$ cat src/pinctl_pkg.sv
// constants for the port 1 / port 3 pin control block
// Operation
// - power-on reset makes port 1 all inputs
// - port 1 drivers push-pull or open-drain
// - stop-mode recovery restores port 1 to inputs
// - comparators active only when mode bit set
// - comparators: in1, in2 against two references
// - in1, in2 interrupt on selected edges
// - timer edge input from in1 or port2 bit0
// - stop mode powers down both comparators
// - timer and logic outputs routed onto port 3
// - timer8 select routes output bit 4
package pinctl_pkg;
    // ****************************************
    // register byte offsets
    // ****************************************
    localparam logic [7:0] OFF_PORT_CONFIG = 8'h00;
    localparam logic [7:0] OFF_P1_DIR = 8'h04;
    localparam logic [7:0] OFF_P1_DATA = 8'h08;
    localparam logic [7:0] OFF_P1_PINS = 8'h0C;
    localparam logic [7:0] OFF_P3_MODE = 8'h10;
    localparam logic [7:0] OFF_IRQ_EDGE = 8'h14;
    localparam logic [7:0] OFF_T8_CTRL = 8'h18;
    localparam logic [7:0] OFF_COMMON_CTRL = 8'h1C;
    localparam logic [7:0] OFF_T16_CTRL = 8'h20;
    localparam logic [7:0] OFF_P3_DATA = 8'h24;
    localparam logic [7:0] OFF_IRQ_STATUS = 8'h28;
    localparam logic [7:0] OFF_IRQ_CLEAR = 8'h2C;
    localparam logic [7:0] OFF_IRQ_ENABLE = 8'h30;
    localparam logic [7:0] OFF_P3_PINS = 8'h34;
    // ****************************************
    // field positions
    // ****************************************
    localparam int BIT_OPEN_DRAIN = 1;
    localparam int BIT_CMP_EN = 1;
    localparam int BIT_IRQ_EDGE_LO = 6;
    localparam int BIT_T8_PIN_SEL = 0;
    localparam int BIT_T16_PIN_SEL = 0;
    localparam int BIT_DEMOD_MODE = 7;
    localparam int BIT_DEMOD_SRC = 6;
    localparam int BIT_LOGIC_LO = 4;
    localparam int EV_IN1 = 0;
    localparam int EV_IN2 = 1;
    localparam int EV_TIMER_EDGE = 2;
    localparam int N_EVENTS = 3;
    // ****************************************
    // reset values and encodings
    // ****************************************
    localparam logic [7:0] RST_BYTE = 8'h00;
    localparam logic [1:0] EDGE_FALL = 2'h0;
    localparam logic [1:0] EDGE_RISE = 2'h1;
    localparam logic [1:0] EDGE_BOTH = 2'h2;
    localparam logic [1:0] LOGIC_AND = 2'h0;
    localparam logic [1:0] LOGIC_OR = 2'h1;
    localparam logic [1:0] LOGIC_NOR = 2'h2;
    localparam logic [1:0] RESP_OKAY = 2'h0;
    localparam logic [1:0] RESP_SLVERR = 2'h2;
endpackage : pinctl_pkg

$ cat src/pinctl.sv
// port 1 / port 3 pin control with AXI4-Lite register access
//
// Register access over AXI4-Lite and the register addresses are this design's own decisions.
`timescale 1ns/100ps
module pinctl import pinctl_pkg::*; (
    // clock and reset
    input wire logic aclk,
    input wire logic aresetn,
    // axi4-lite write
    input wire logic [7:0] s_axi_awaddr,
    input wire logic s_axi_awvalid,
    output logic s_axi_awready,
    input wire logic [31:0] s_axi_wdata,
    input wire logic [3:0] s_axi_wstrb,
    input wire logic s_axi_wvalid,
    output logic s_axi_wready,
    output logic [1:0] s_axi_bresp,
    output logic s_axi_bvalid,
    input wire logic s_axi_bready,
    // axi4-lite read
    input wire logic [7:0] s_axi_araddr,
    input wire logic s_axi_arvalid,
    output logic s_axi_arready,
    output logic [31:0] s_axi_rdata,
    output logic [1:0] s_axi_rresp,
    output logic s_axi_rvalid,
    input wire logic s_axi_rready,
    // port 1 pins
    input wire logic [7:0] port1_in,
    output logic [7:0] port1_out,
    output logic [7:0] port1_oe,
    // port 3 inputs, port 2 bit 0, analog comparator results and comparator power enable
    input wire logic port3_in1,
    input wire logic port3_in2,
    input wire logic port3_in3,
    input wire logic port2_bit0,
    input wire logic [1:0] cmp_result,
    output logic cmp_power_en,
    // port 3 outputs
    output logic port3_out4,
    output logic port3_out5,
    output logic port3_out6,
    output logic port3_out7,
    // timers and core power state
    input wire logic timer8_out,
    input wire logic timer16_out,
    output logic timer_edge_pulse,
    input wire logic stop_mode,
    input wire logic stop_recovery,
    // interrupt
    output logic irq
);
    // ****************************************
    // helpers
    // ****************************************
    function automatic logic edge_hit(input logic prev, input logic cur, input logic [1:0] sel);
        logic hit;
        hit = 1'b0;
        unique case (sel)
            EDGE_FALL: hit = prev & ~cur;
            EDGE_RISE: hit = ~prev & cur;
            EDGE_BOTH: hit = prev ^ cur;
            default: hit = 1'b0;
        endcase
        return hit;
    endfunction : edge_hit

    // ****************************************
    // registers
    // ****************************************
    logic [7:0] port_config_reg_r, p1_dir_r, p1_data_r, p3_mode_r, irq_edge_r;
    logic [7:0] timer8_ctrl_r, timer_common_ctrl_r, timer16_ctrl_r, p3_data_r;
    logic [N_EVENTS-1:0] status_r, enable_r, status_nxt, event_set;
    logic [7:0] awaddr_r, wr_data_r;
    logic aw_got_r, w_got_r, wr_do, wr_mapped;
    logic [31:0] rd_data;
    logic rd_mapped;

    // ****************************************
    // pin synchronisers
    // ****************************************
    localparam int N_SYNC = 14;
    logic [N_SYNC-1:0] sync_raw, sync1_r, sync2_r;
    assign sync_raw = {cmp_result, port2_bit0, port3_in3, port3_in2, port3_in1, port1_in};

    always_ff @(posedge aclk) begin
        if (!aresetn) begin
            sync1_r <= '0;
            sync2_r <= '0;
        end else begin
            sync1_r <= sync_raw;
            sync2_r <= sync1_r;
        end
    end

    logic [7:0] p1_pins;
    logic in1_dig, in2_dig, in3_dig, p20_s;
    logic [1:0] cmp_s;
    assign p1_pins = sync2_r[7:0];
    assign in1_dig = sync2_r[8];
    assign in2_dig = sync2_r[9];
    assign in3_dig = sync2_r[10];
    assign p20_s = sync2_r[11];
    assign cmp_s = sync2_r[13:12];

    // ****************************************
    // comparators
    // ****************************************
    logic cmp_active, cmp_active_r;
    logic [1:0] cmp_hold_r;
    assign cmp_active = p3_mode_r[BIT_CMP_EN] & ~stop_mode;

    always_ff @(posedge aclk) begin
        if (!aresetn) begin
            cmp_active_r <= 1'b0;
            cmp_hold_r <= 2'h0;
            cmp_power_en <= 1'b0;
        end else begin
            cmp_active_r <= cmp_active;
            cmp_power_en <= cmp_active;
            if (cmp_active_r) begin
                cmp_hold_r <= cmp_s;
            end
        end
    end

    // ****************************************
    // edge detection
    // ****************************************
    logic in1_val, in2_val, in1_prev_r, in2_prev_r, tsrc, tsrc_prev_r;
    logic [2:0] arm_r;
    assign in1_val = p3_mode_r[BIT_CMP_EN] ? cmp_hold_r[0] : in1_dig;
    assign in2_val = p3_mode_r[BIT_CMP_EN] ? cmp_hold_r[1] : in2_dig;
    assign tsrc = timer_common_ctrl_r[BIT_DEMOD_SRC] ? p20_s : in1_val;

    always_ff @(posedge aclk) begin
        if (!aresetn) begin
            in1_prev_r <= 1'b0;
            in2_prev_r <= 1'b0;
            tsrc_prev_r <= 1'b0;
            arm_r <= 3'h0;
        end else begin
            // no edges until synchronisers hold real levels
            arm_r <= {arm_r[1:0], 1'b1};
            in1_prev_r <= in1_val;
            in2_prev_r <= in2_val;
            tsrc_prev_r <= tsrc;
        end
    end

    logic [1:0] irq_sel, tmr_sel, logic_sel;
    logic tedge;
    assign irq_sel = irq_edge_r[BIT_IRQ_EDGE_LO +: 2];
    assign tmr_sel = timer_common_ctrl_r[BIT_LOGIC_LO +: 2];
    assign logic_sel = tmr_sel;
    assign tedge = timer_common_ctrl_r[BIT_DEMOD_MODE] & arm_r[2]
                   & edge_hit(tsrc_prev_r, tsrc, tmr_sel);
    assign event_set[EV_IN1] = arm_r[2] & edge_hit(in1_prev_r, in1_val, irq_sel);
    assign event_set[EV_IN2] = arm_r[2] & edge_hit(in2_prev_r, in2_val, irq_sel);
    assign event_set[EV_TIMER_EDGE] = tedge;

    always_ff @(posedge aclk) begin
        if (!aresetn) begin
            timer_edge_pulse <= 1'b0;
        end else begin
            timer_edge_pulse <= tedge;
        end
    end

    // ****************************************
    // port 1 drivers
    // ****************************************
    always_ff @(posedge aclk) begin
        if (!aresetn) begin
            port1_out <= RST_BYTE;
            port1_oe <= RST_BYTE;
        end else if (port_config_reg_r[BIT_OPEN_DRAIN]) begin
            port1_out <= RST_BYTE;
            port1_oe <= p1_dir_r & ~p1_data_r;
        end else begin
            port1_out <= p1_data_r;
            port1_oe <= p1_dir_r;
        end
    end

    // ****************************************
    // port 3 outputs
    // ****************************************
    logic logic_out;
    always_comb begin
        unique case (logic_sel)
            LOGIC_AND: logic_out = timer8_out & timer16_out;
            LOGIC_OR: logic_out = timer8_out | timer16_out;
            LOGIC_NOR: logic_out = ~(timer8_out | timer16_out);
            default: logic_out = ~(timer8_out & timer16_out);
        endcase
    end

    always_ff @(posedge aclk) begin
        if (!aresetn) begin
            port3_out4 <= 1'b0;
            port3_out5 <= 1'b0;
            port3_out6 <= 1'b0;
            port3_out7 <= 1'b0;
        end else begin
            // timer8 or port data on bit 4
            port3_out4 <= timer8_ctrl_r[BIT_T8_PIN_SEL] ? timer8_out : p3_data_r[4];
            port3_out5 <= timer16_ctrl_r[BIT_T16_PIN_SEL] ? timer16_out : p3_data_r[5];
            // logic output on bit 6 in transmit mode when BIT_DEMOD_SRC is set
            port3_out6 <= (!timer_common_ctrl_r[BIT_DEMOD_MODE]
                           && timer_common_ctrl_r[BIT_DEMOD_SRC]) ? logic_out : p3_data_r[6];
            port3_out7 <= p3_mode_r[BIT_CMP_EN] ? cmp_hold_r[1] : p3_data_r[7];
        end
    end

    // ****************************************
    // axi4-lite write channel
    // ****************************************
    assign wr_do = aw_got_r & w_got_r & ~s_axi_bvalid;

    always_ff @(posedge aclk) begin
        if (!aresetn) begin
            aw_got_r <= 1'b0;
            w_got_r <= 1'b0;
            awaddr_r <= 8'h00;
            wr_data_r <= 8'h00;
            s_axi_awready <= 1'b0;
            s_axi_wready <= 1'b0;
            s_axi_bvalid <= 1'b0;
            s_axi_bresp <= RESP_OKAY;
        end else begin
            s_axi_awready <= ~aw_got_r & ~(s_axi_awvalid & s_axi_awready) & ~s_axi_bvalid;
            s_axi_wready <= ~w_got_r & ~(s_axi_wvalid & s_axi_wready) & ~s_axi_bvalid;
            if (s_axi_awvalid && s_axi_awready) begin
                aw_got_r <= 1'b1;
                awaddr_r <= s_axi_awaddr;
            end
            if (s_axi_wvalid && s_axi_wready) begin
                w_got_r <= 1'b1;
                wr_data_r <= s_axi_wstrb[0] ? s_axi_wdata[7:0] : 8'h00;
            end
            if (wr_do) begin
                aw_got_r <= 1'b0;
                w_got_r <= 1'b0;
                s_axi_bvalid <= 1'b1;
                s_axi_bresp <= wr_mapped ? RESP_OKAY : RESP_SLVERR;
            end else if (s_axi_bready) begin
                s_axi_bvalid <= 1'b0;
            end
        end
    end

    always_comb begin
        unique case (awaddr_r)
            OFF_PORT_CONFIG, OFF_P1_DIR, OFF_P1_DATA, OFF_P3_MODE, OFF_IRQ_EDGE,
            OFF_T8_CTRL, OFF_COMMON_CTRL, OFF_T16_CTRL, OFF_P3_DATA,
            OFF_IRQ_CLEAR, OFF_IRQ_ENABLE: wr_mapped = 1'b1;
            default: wr_mapped = 1'b0;
        endcase
    end

    // ****************************************
    // register file
    // ****************************************
    always_ff @(posedge aclk) begin
        if (!aresetn) begin
            p1_dir_r <= RST_BYTE;
            port_config_reg_r <= RST_BYTE;
            p1_data_r <= RST_BYTE;
            p3_mode_r <= RST_BYTE;
            irq_edge_r <= RST_BYTE;
            timer8_ctrl_r <= RST_BYTE;
            timer_common_ctrl_r <= RST_BYTE;
            timer16_ctrl_r <= RST_BYTE;
            p3_data_r <= RST_BYTE;
            enable_r <= '0;
        end else begin
            if (wr_do && wr_mapped && (awaddr_r != OFF_IRQ_CLEAR)) begin
                unique case (awaddr_r)
                    OFF_PORT_CONFIG: port_config_reg_r <= wr_data_r;
                    OFF_P1_DIR: p1_dir_r <= wr_data_r;
                    OFF_P1_DATA: p1_data_r <= wr_data_r;
                    OFF_P3_MODE: p3_mode_r <= wr_data_r;
                    OFF_IRQ_EDGE: irq_edge_r <= wr_data_r;
                    OFF_T8_CTRL: timer8_ctrl_r <= wr_data_r;
                    OFF_COMMON_CTRL: timer_common_ctrl_r <= wr_data_r;
                    OFF_T16_CTRL: timer16_ctrl_r <= wr_data_r;
                    OFF_P3_DATA: p3_data_r <= wr_data_r;
                    default: enable_r <= wr_data_r[N_EVENTS-1:0];
                endcase
            end
            if (stop_recovery) begin
                p1_dir_r <= RST_BYTE;
            end
        end
    end

    // ****************************************
    // interrupt status
    // ****************************************
    always_comb begin
        status_nxt = status_r;
        if (wr_do && awaddr_r == OFF_IRQ_CLEAR) begin
            status_nxt = status_r & ~wr_data_r[N_EVENTS-1:0];
        end
        status_nxt = status_nxt | event_set;
    end

    always_ff @(posedge aclk) begin
        if (!aresetn) begin
            status_r <= '0;
            irq <= 1'b0;
        end else begin
            status_r <= status_nxt;
            irq <= |(status_nxt & enable_r);
        end
    end

    // ****************************************
    // axi4-lite read channel
    // ****************************************
    always_comb begin
        rd_data = 32'h0000_0000;
        rd_mapped = 1'b1;
        unique case (s_axi_araddr)
            OFF_PORT_CONFIG, OFF_IRQ_CLEAR: rd_data = 32'h0000_0000;
            OFF_P1_DIR: rd_data[7:0] = p1_dir_r;
            OFF_P1_DATA: rd_data[7:0] = p1_data_r;
            OFF_P1_PINS: rd_data[7:0] = p1_pins;
            OFF_P3_MODE: rd_data[7:0] = p3_mode_r;
            OFF_IRQ_EDGE: rd_data[7:0] = irq_edge_r;
            OFF_T8_CTRL: rd_data[7:0] = timer8_ctrl_r;
            OFF_COMMON_CTRL: rd_data[7:0] = timer_common_ctrl_r;
            OFF_T16_CTRL: rd_data[7:0] = timer16_ctrl_r;
            OFF_P3_DATA: rd_data[7:0] = p3_data_r;
            OFF_IRQ_STATUS: rd_data[N_EVENTS-1:0] = status_r;
            OFF_IRQ_ENABLE: rd_data[N_EVENTS-1:0] = enable_r;
            OFF_P3_PINS: rd_data[5:0] = {cmp_hold_r, in3_dig, in2_val, in1_val, p20_s};
            default: rd_mapped = 1'b0;
        endcase
    end

    always_ff @(posedge aclk) begin
        if (!aresetn) begin
            s_axi_arready <= 1'b0;
            s_axi_rvalid <= 1'b0;
            s_axi_rdata <= 32'h0000_0000;
            s_axi_rresp <= RESP_OKAY;
        end else begin
            s_axi_arready <= ~s_axi_rvalid & ~(s_axi_arvalid & s_axi_arready);
            if (s_axi_arvalid && s_axi_arready) begin
                s_axi_rvalid <= 1'b1;
                s_axi_rdata <= rd_data;
                s_axi_rresp <= rd_mapped ? RESP_OKAY : RESP_SLVERR;
            end else if (s_axi_rready) begin
                s_axi_rvalid <= 1'b0;
            end
        end
    end
endmodule : pinctl

$ cat config.mk
export PLATFORM = sky130hd
export DESIGN_NAME = pinctl
export DESIGN_NICKNAME = d
export VERILOG_FILES = /design/src/pinctl_pkg.sv /design/src/pinctl.sv
export SDC_FILE = /design/constraint.sdc
export NUM_CORES = 1
export LEC_CHECK = 0
export ABC_CLOCK_PERIOD_IN_PS = 6300
export BUFFER_PORTS_ARGS = -buffer_cell sky130_fd_sc_hd__buf_2
export CORE_ASPECT_RATIO = 1.4
export CORE_MARGIN = 5
export CORE_UTILIZATION = 35
export DETAILED_ROUTE_END_ITERATION = 7
export PLACE_DENSITY = 0.53
export SLEW_MARGIN = 20
export SYNTH_ARGS = -nofsm -noshare
export SYNTH_HDL_FRONTEND = slang
export SYNTH_SLANG_ARGS = --single-unit
$ cat constraint.sdc
create_clock -name aclk -period 6.3 [get_ports aclk]
set_input_delay 1.26 -clock aclk [delete_from_list [all_inputs] [get_ports aclk]]
set_output_delay 1.26 -clock aclk [all_outputs]
set_load 0.005 [all_outputs]
### Word level (Yosys, flattened, before mapping)

Cells that the tools add are included.

* shifts and indexed selects: 0
* $mul: 0
* equality and inequality tests: 28
* div/mod/pow operators: 0
* mux-type cells: 26
* order comparisons: 0
* bitwise logic cells: 50
* reduce and logical (&&, ||, !) cells: 31
* add/subtract/negate cells: 0

Operator list (count)
* $eq A8 B6 Y1 const B: 10
* $eq A8 B5 Y1 const B: 8
* $pmux W3 S12: 1
* $pmux W3 S10: 1
* $eq A8 B4 Y1 const B: 3
* $and A1 B1 Y1: 22
* $reduce_and A2 Y1: 10
* $not A1 Y1: 18
* $pmux W2 S9: 1
* $eq A8 B3 Y1 const B: 2
* $logic_not A8 Y1: 2
* $mux W8: 2
* $mux W1: 14
* $reduce_or A14 Y1: 1
* $pmux W1 S3: 4
* $reduce_or A11 Y1: 1
* $reduce_or A9 Y1: 1
* $and A8 B8 Y8: 1
* $ne A8 B6 Y1 const B: 1
* $not A8 Y8: 1
* $logic_and A1 B1 Y1: 7
* $and A3 B3 Y3: 2
* $reduce_or A2 Y1: 3
* $eq A2 B1 Y1 const B: 2
* other kinds (11): 17

* bits in read-only memories: 0
* bits of input ports: 77
* word-level logic and storage cells: 175
* bits in writable memories: 0
* latch bits: 0
* register bits after elaboration: 166
* output and inout bits: 64
* memories kept: 0

### Longest topological paths before layout

* word-level depth: 9
* depth in mapped cells: 11
* mapped depth without buffers: 10

### Worst setup path before layout

OpenSTA, ideal clock, no wires.

* kind: input port to flip-flop
* start point: input port s_axi_araddr[4]
* end point: register s_axi_rdata[4]
* path slack: 3666 ps
* data required time: 6222 ps
* setup time: 78 ps
* cell stages on the path: 5
* arrival: 2556 ps
* buffers on the path: 1
* cell sequence: buf_2 > nor4_1 > a32oi_1 > or4_1 > a32oi_1

* longest elaborated chain between the ends: 2
* elaborated cells between the ends (all ways): 11
* classes of those cells: eq/ne: 10; mux: 1

RTL lines
* start, declared: line pinctl.sv:21 `input wire logic [7:0] s_axi_araddr,`
* $eq A8 B6 Y1 (tied with other cells): line pinctl.sv:325 `unique case (s_axi_araddr)`
* $pmux W3 S10 *: line pinctl.sv:325
* end signal, assigned: line pinctl.sv:353 `s_axi_rdata <= rd_data;`
* end, declared: line pinctl.sv:24 `output logic [31:0] s_axi_rdata,`

Every way passes the cells marked *; elsewhere a longest branch is shown, timed or not.
A chain may end at the register's enable or synchronous reset.

### Final worst setup path

* start point: input port s_axi_araddr[3]
* end point: register s_axi_rdata[6]

* longest elaborated chain between the ends: 2
* elaborated cells between the ends (all ways): 10
* classes of those cells: eq/ne: 9; mux: 1

RTL lines (line)
* $eq A8 B6 Y1 (tied with other cells): pinctl.sv:325
* $pmux W2 S9 *: pinctl.sv:325

Marks and branches as above.

==> metrics <==
FILL cells=2063; period utilization=46.68%; commonest non-fill, non-tap cells in the layout=163 x dfxtp_1, 86 x buf_2, 67 x nand2_1; CP Launch Point=s_axi_araddr[3]; Max Buffers Root-to-Sink=2; top cells by area, synth=dfxtp_1 46%, mux2i_1 9.3%, nor2b_1 5.3%; outcome=finished clean; final worst path period need=2941 ps; largest net degree at the start of global routing=56; Setup crit start kind=primary input; P&R area growth vs syn=15.21%; I/O Pins=141; Synth Area in Compound Gates=11.09%; Mapped Cells=752; synthesized flop and latch total=163; GRT Overall Usage=16.03%; vias=5295; CTS Hold Buffers Added=0; fmax=340.1 MHz; Reg-to-Reg End=irq; Seq pwr share=47.8%; starting DRC count in detailed routing=402; fin. max-slew vios=0; Max rail drop VDD=0.1910 mV; final wirelength=18190 microns; worst endpoint required time=6600 ps; Synth Area in Simple Gates=22.52%; Comb power frac=5.0%; DIE AREA=23050 sq um; critical path class=primary input to flip-flop; crit path to=s_axi_rdata[6]; xor/xnor share of the synthesized area=0%; worst reg2reg path depth=9; Synth Area in Adders=1.068%; Mapped Area=7027 sq um; Final Instance Area=8095 sq um; Final GP Congestion=0.8770; # Max-Cap Violations=0; vias in the first global route=5168; Switch Pwr=0.5365 mW; Final Hold Violating Endpoints=0; Die Width=129.8 microns; postcts setup bufs=0; # clock sinks=163; core area=19840 sq um; CTS tree=done; first-pass GRT wire length=28400 microns; Hold Crit Start=sync1_r[1]; final setup violation count=0; CTS resizes=0; top-area cell type share of the netlist area=46.44%; Most used DFF post-synth=dfxtp_1; CTS HTree Levels=4; slew at the pin closest to its max-slew limit=966.4 ps; WL per Instance=16.99 microns; post-synth top area cell=dfxtp_1; layout cells sized above 1=18.19%; Antenna Cells=0; mux contribution to synthesized area=12.30%; Final Net Count=889; register area share after synthesis=46.44%; DP Area=7501 sq um; post-DP HPWL=13190 microns; Vias/cell=4.944; class of the worst hold path=flip-flop to flip-flop; Clock Power Share=47.2%; Lkg Pwr=3.266 nW; CTS Root Buffer Type=clkbuf_16; count of cell types in the netlist=55; CP Max Fanout=34; Async SR Flop Fraction=0%; CTS clk-pin slew, worst paths=70 ps; Mapped Avg Cell Area=9.344 sq um; row count=61; Post-DRT Antenna Nets=0; Residual DRC=0; setup_tns=0 ps; element type at the critical path end=flip-flop; Initial DRT Pass Iterations=5; RSZ-0062 raised after global routing=no; commonest non-fill, non-tap cell in the layout=dfxtp_1; initial antenna violation count=1; number of synthesized flops with an enable pin=0; Initial Utilization=35.41%; Slew HR=35.04%; crit path DAT=3240 ps; reg-to-reg slack, setup=3840 ps; grt total ovfl=0; Num CTS Buffers=17; Clock Skew=13.81 ps; worst skew pair latency=430 ps; PortBufs=87; Reg-to-Reg Start=p3_mode_r[1]; sw frac=24.09%; warnings from Yosys=0; Int Pwr=1.691 mW; main combinational cell family by area after synthesis=simple AND/OR/NAND/NOR gates; Pwr Density=275.1 nW/um^2; Die Ht=177.7 microns
==> synthesized netlist by cell type, drive strengths merged, types with 3 or more instances <==
library cell,n
mux2,15
inv,13
nand4,5
clkbuf,40
o211ai,4
buf,41
nor2b,60
ha,6
o21ai,34
a32oi,5
mux2i,65
or4,3
a21boi,21
nor2,26
nor4,8
nand2b,9
or3,4
nand2,67
a21oi,18
a22o,3
and3b,3
nor3,8
and2,46
a31oi,5
nand3,41
a221oi,5
a22oi,7
dfxtp,163
==> power groups by stage <==
stage	sequential, mW	clock [mW]	combinational, mW
floorplan	1.08	0	0.0901
global placement	1.09	0	0.112
global route	1.07	1.13	0.126
detailed placement	1.09	0	0.112
CTS	1.06	1.08	0.112
finish	1.06	1.05	0.111
==> metal layers <==
metal	share of wire, %	global-route usage, %
met2	51	27.43
met1	41	19.20
met4	3.6	7.626
met3	4.3	2.921
met5	0.071	0
==> critical path: stages <==
cell and delay, ps:
buf_2 510, nor2b_1 350, a221oi_1 570, nor4_1 100, nor3_1 320, o21ai_0 120
==> area by class of cell <==
| type | count | area (sq um) | share of cell area, % |
|---|---|---|---|
| clock buffer | 18 | 429.2 | 5.301 |
| clock inverter | 14 | 165.2 | 2.040 |
| inverter | 13 | 48.80 | 0.6028 |
| multi-input combinational | 520 | 3406 | 42.07 |
| sequential | 163 | 3263 | 40.31 |
| tap | 252 | 315.3 | 3.895 |
| timing repair buffer | 91 | 467.9 | 5.781 |
==> metrics by stage <==
stage          utilization, %  power, mW  hold WS [ps]  setup WS (ps)  instances
6_report                40.79      2.227         431.3           3359       1071
5_1_grt                 40.79      2.317         446.0           3238       1071
4_1_cts                 40.79      2.254         433.4           3416       1071
3_5_place_dp            37.80      1.200         418.7           2967       1039
3_3_place_gp            37.80      1.200         413.6           2966       1039
2_1_floorplan               -      1.168         411.9           3666        777
==> worst min-delay path by stage <==
stage | end | slack (ps) | cells after the start
final | sync2_r[1] | 430 | 1
after global routing | sync2_r[10] | 450 | 1
after detailed placement | sync2_r[3] | 420 | 1
after CTS | sync2_r[10] | 430 | 1
after global placement | arm_r[2] | 410 | 1
after floorplan | arm_r[1] | 410 | 1
==> flip-flops by register name (all words and copies together), names as in the netlist, 2 cells and up <==
signal               count
sync1_r                 14
sync2_r                 14
port1_oe                 8
status_r                 3
p1_dir_r                 8
p3_mode_r                8
awaddr_r                 8
timer8_ctrl_r            8
s_axi_rdata              8
port1_out                8
cmp_hold_r               2
wr_data_r                8
enable_r                 3
irq_edge_r               8
p3_data_r                8
arm_r                    3
timer16_ctrl_r           8
timer_common_ctrl_r      8
p1_data_r                8
==> kinds of logic (layout without fill, tap and decap cells) <==
family,after synthesis,after routing
mux,82,82
other cells,1,26
buf+inv,94,136
fa+ha+maj,6,6
flops,163,163
simple gates,289,289
compound gates,117,117
No activity file was read; power rests on OpenSTA's default activity.
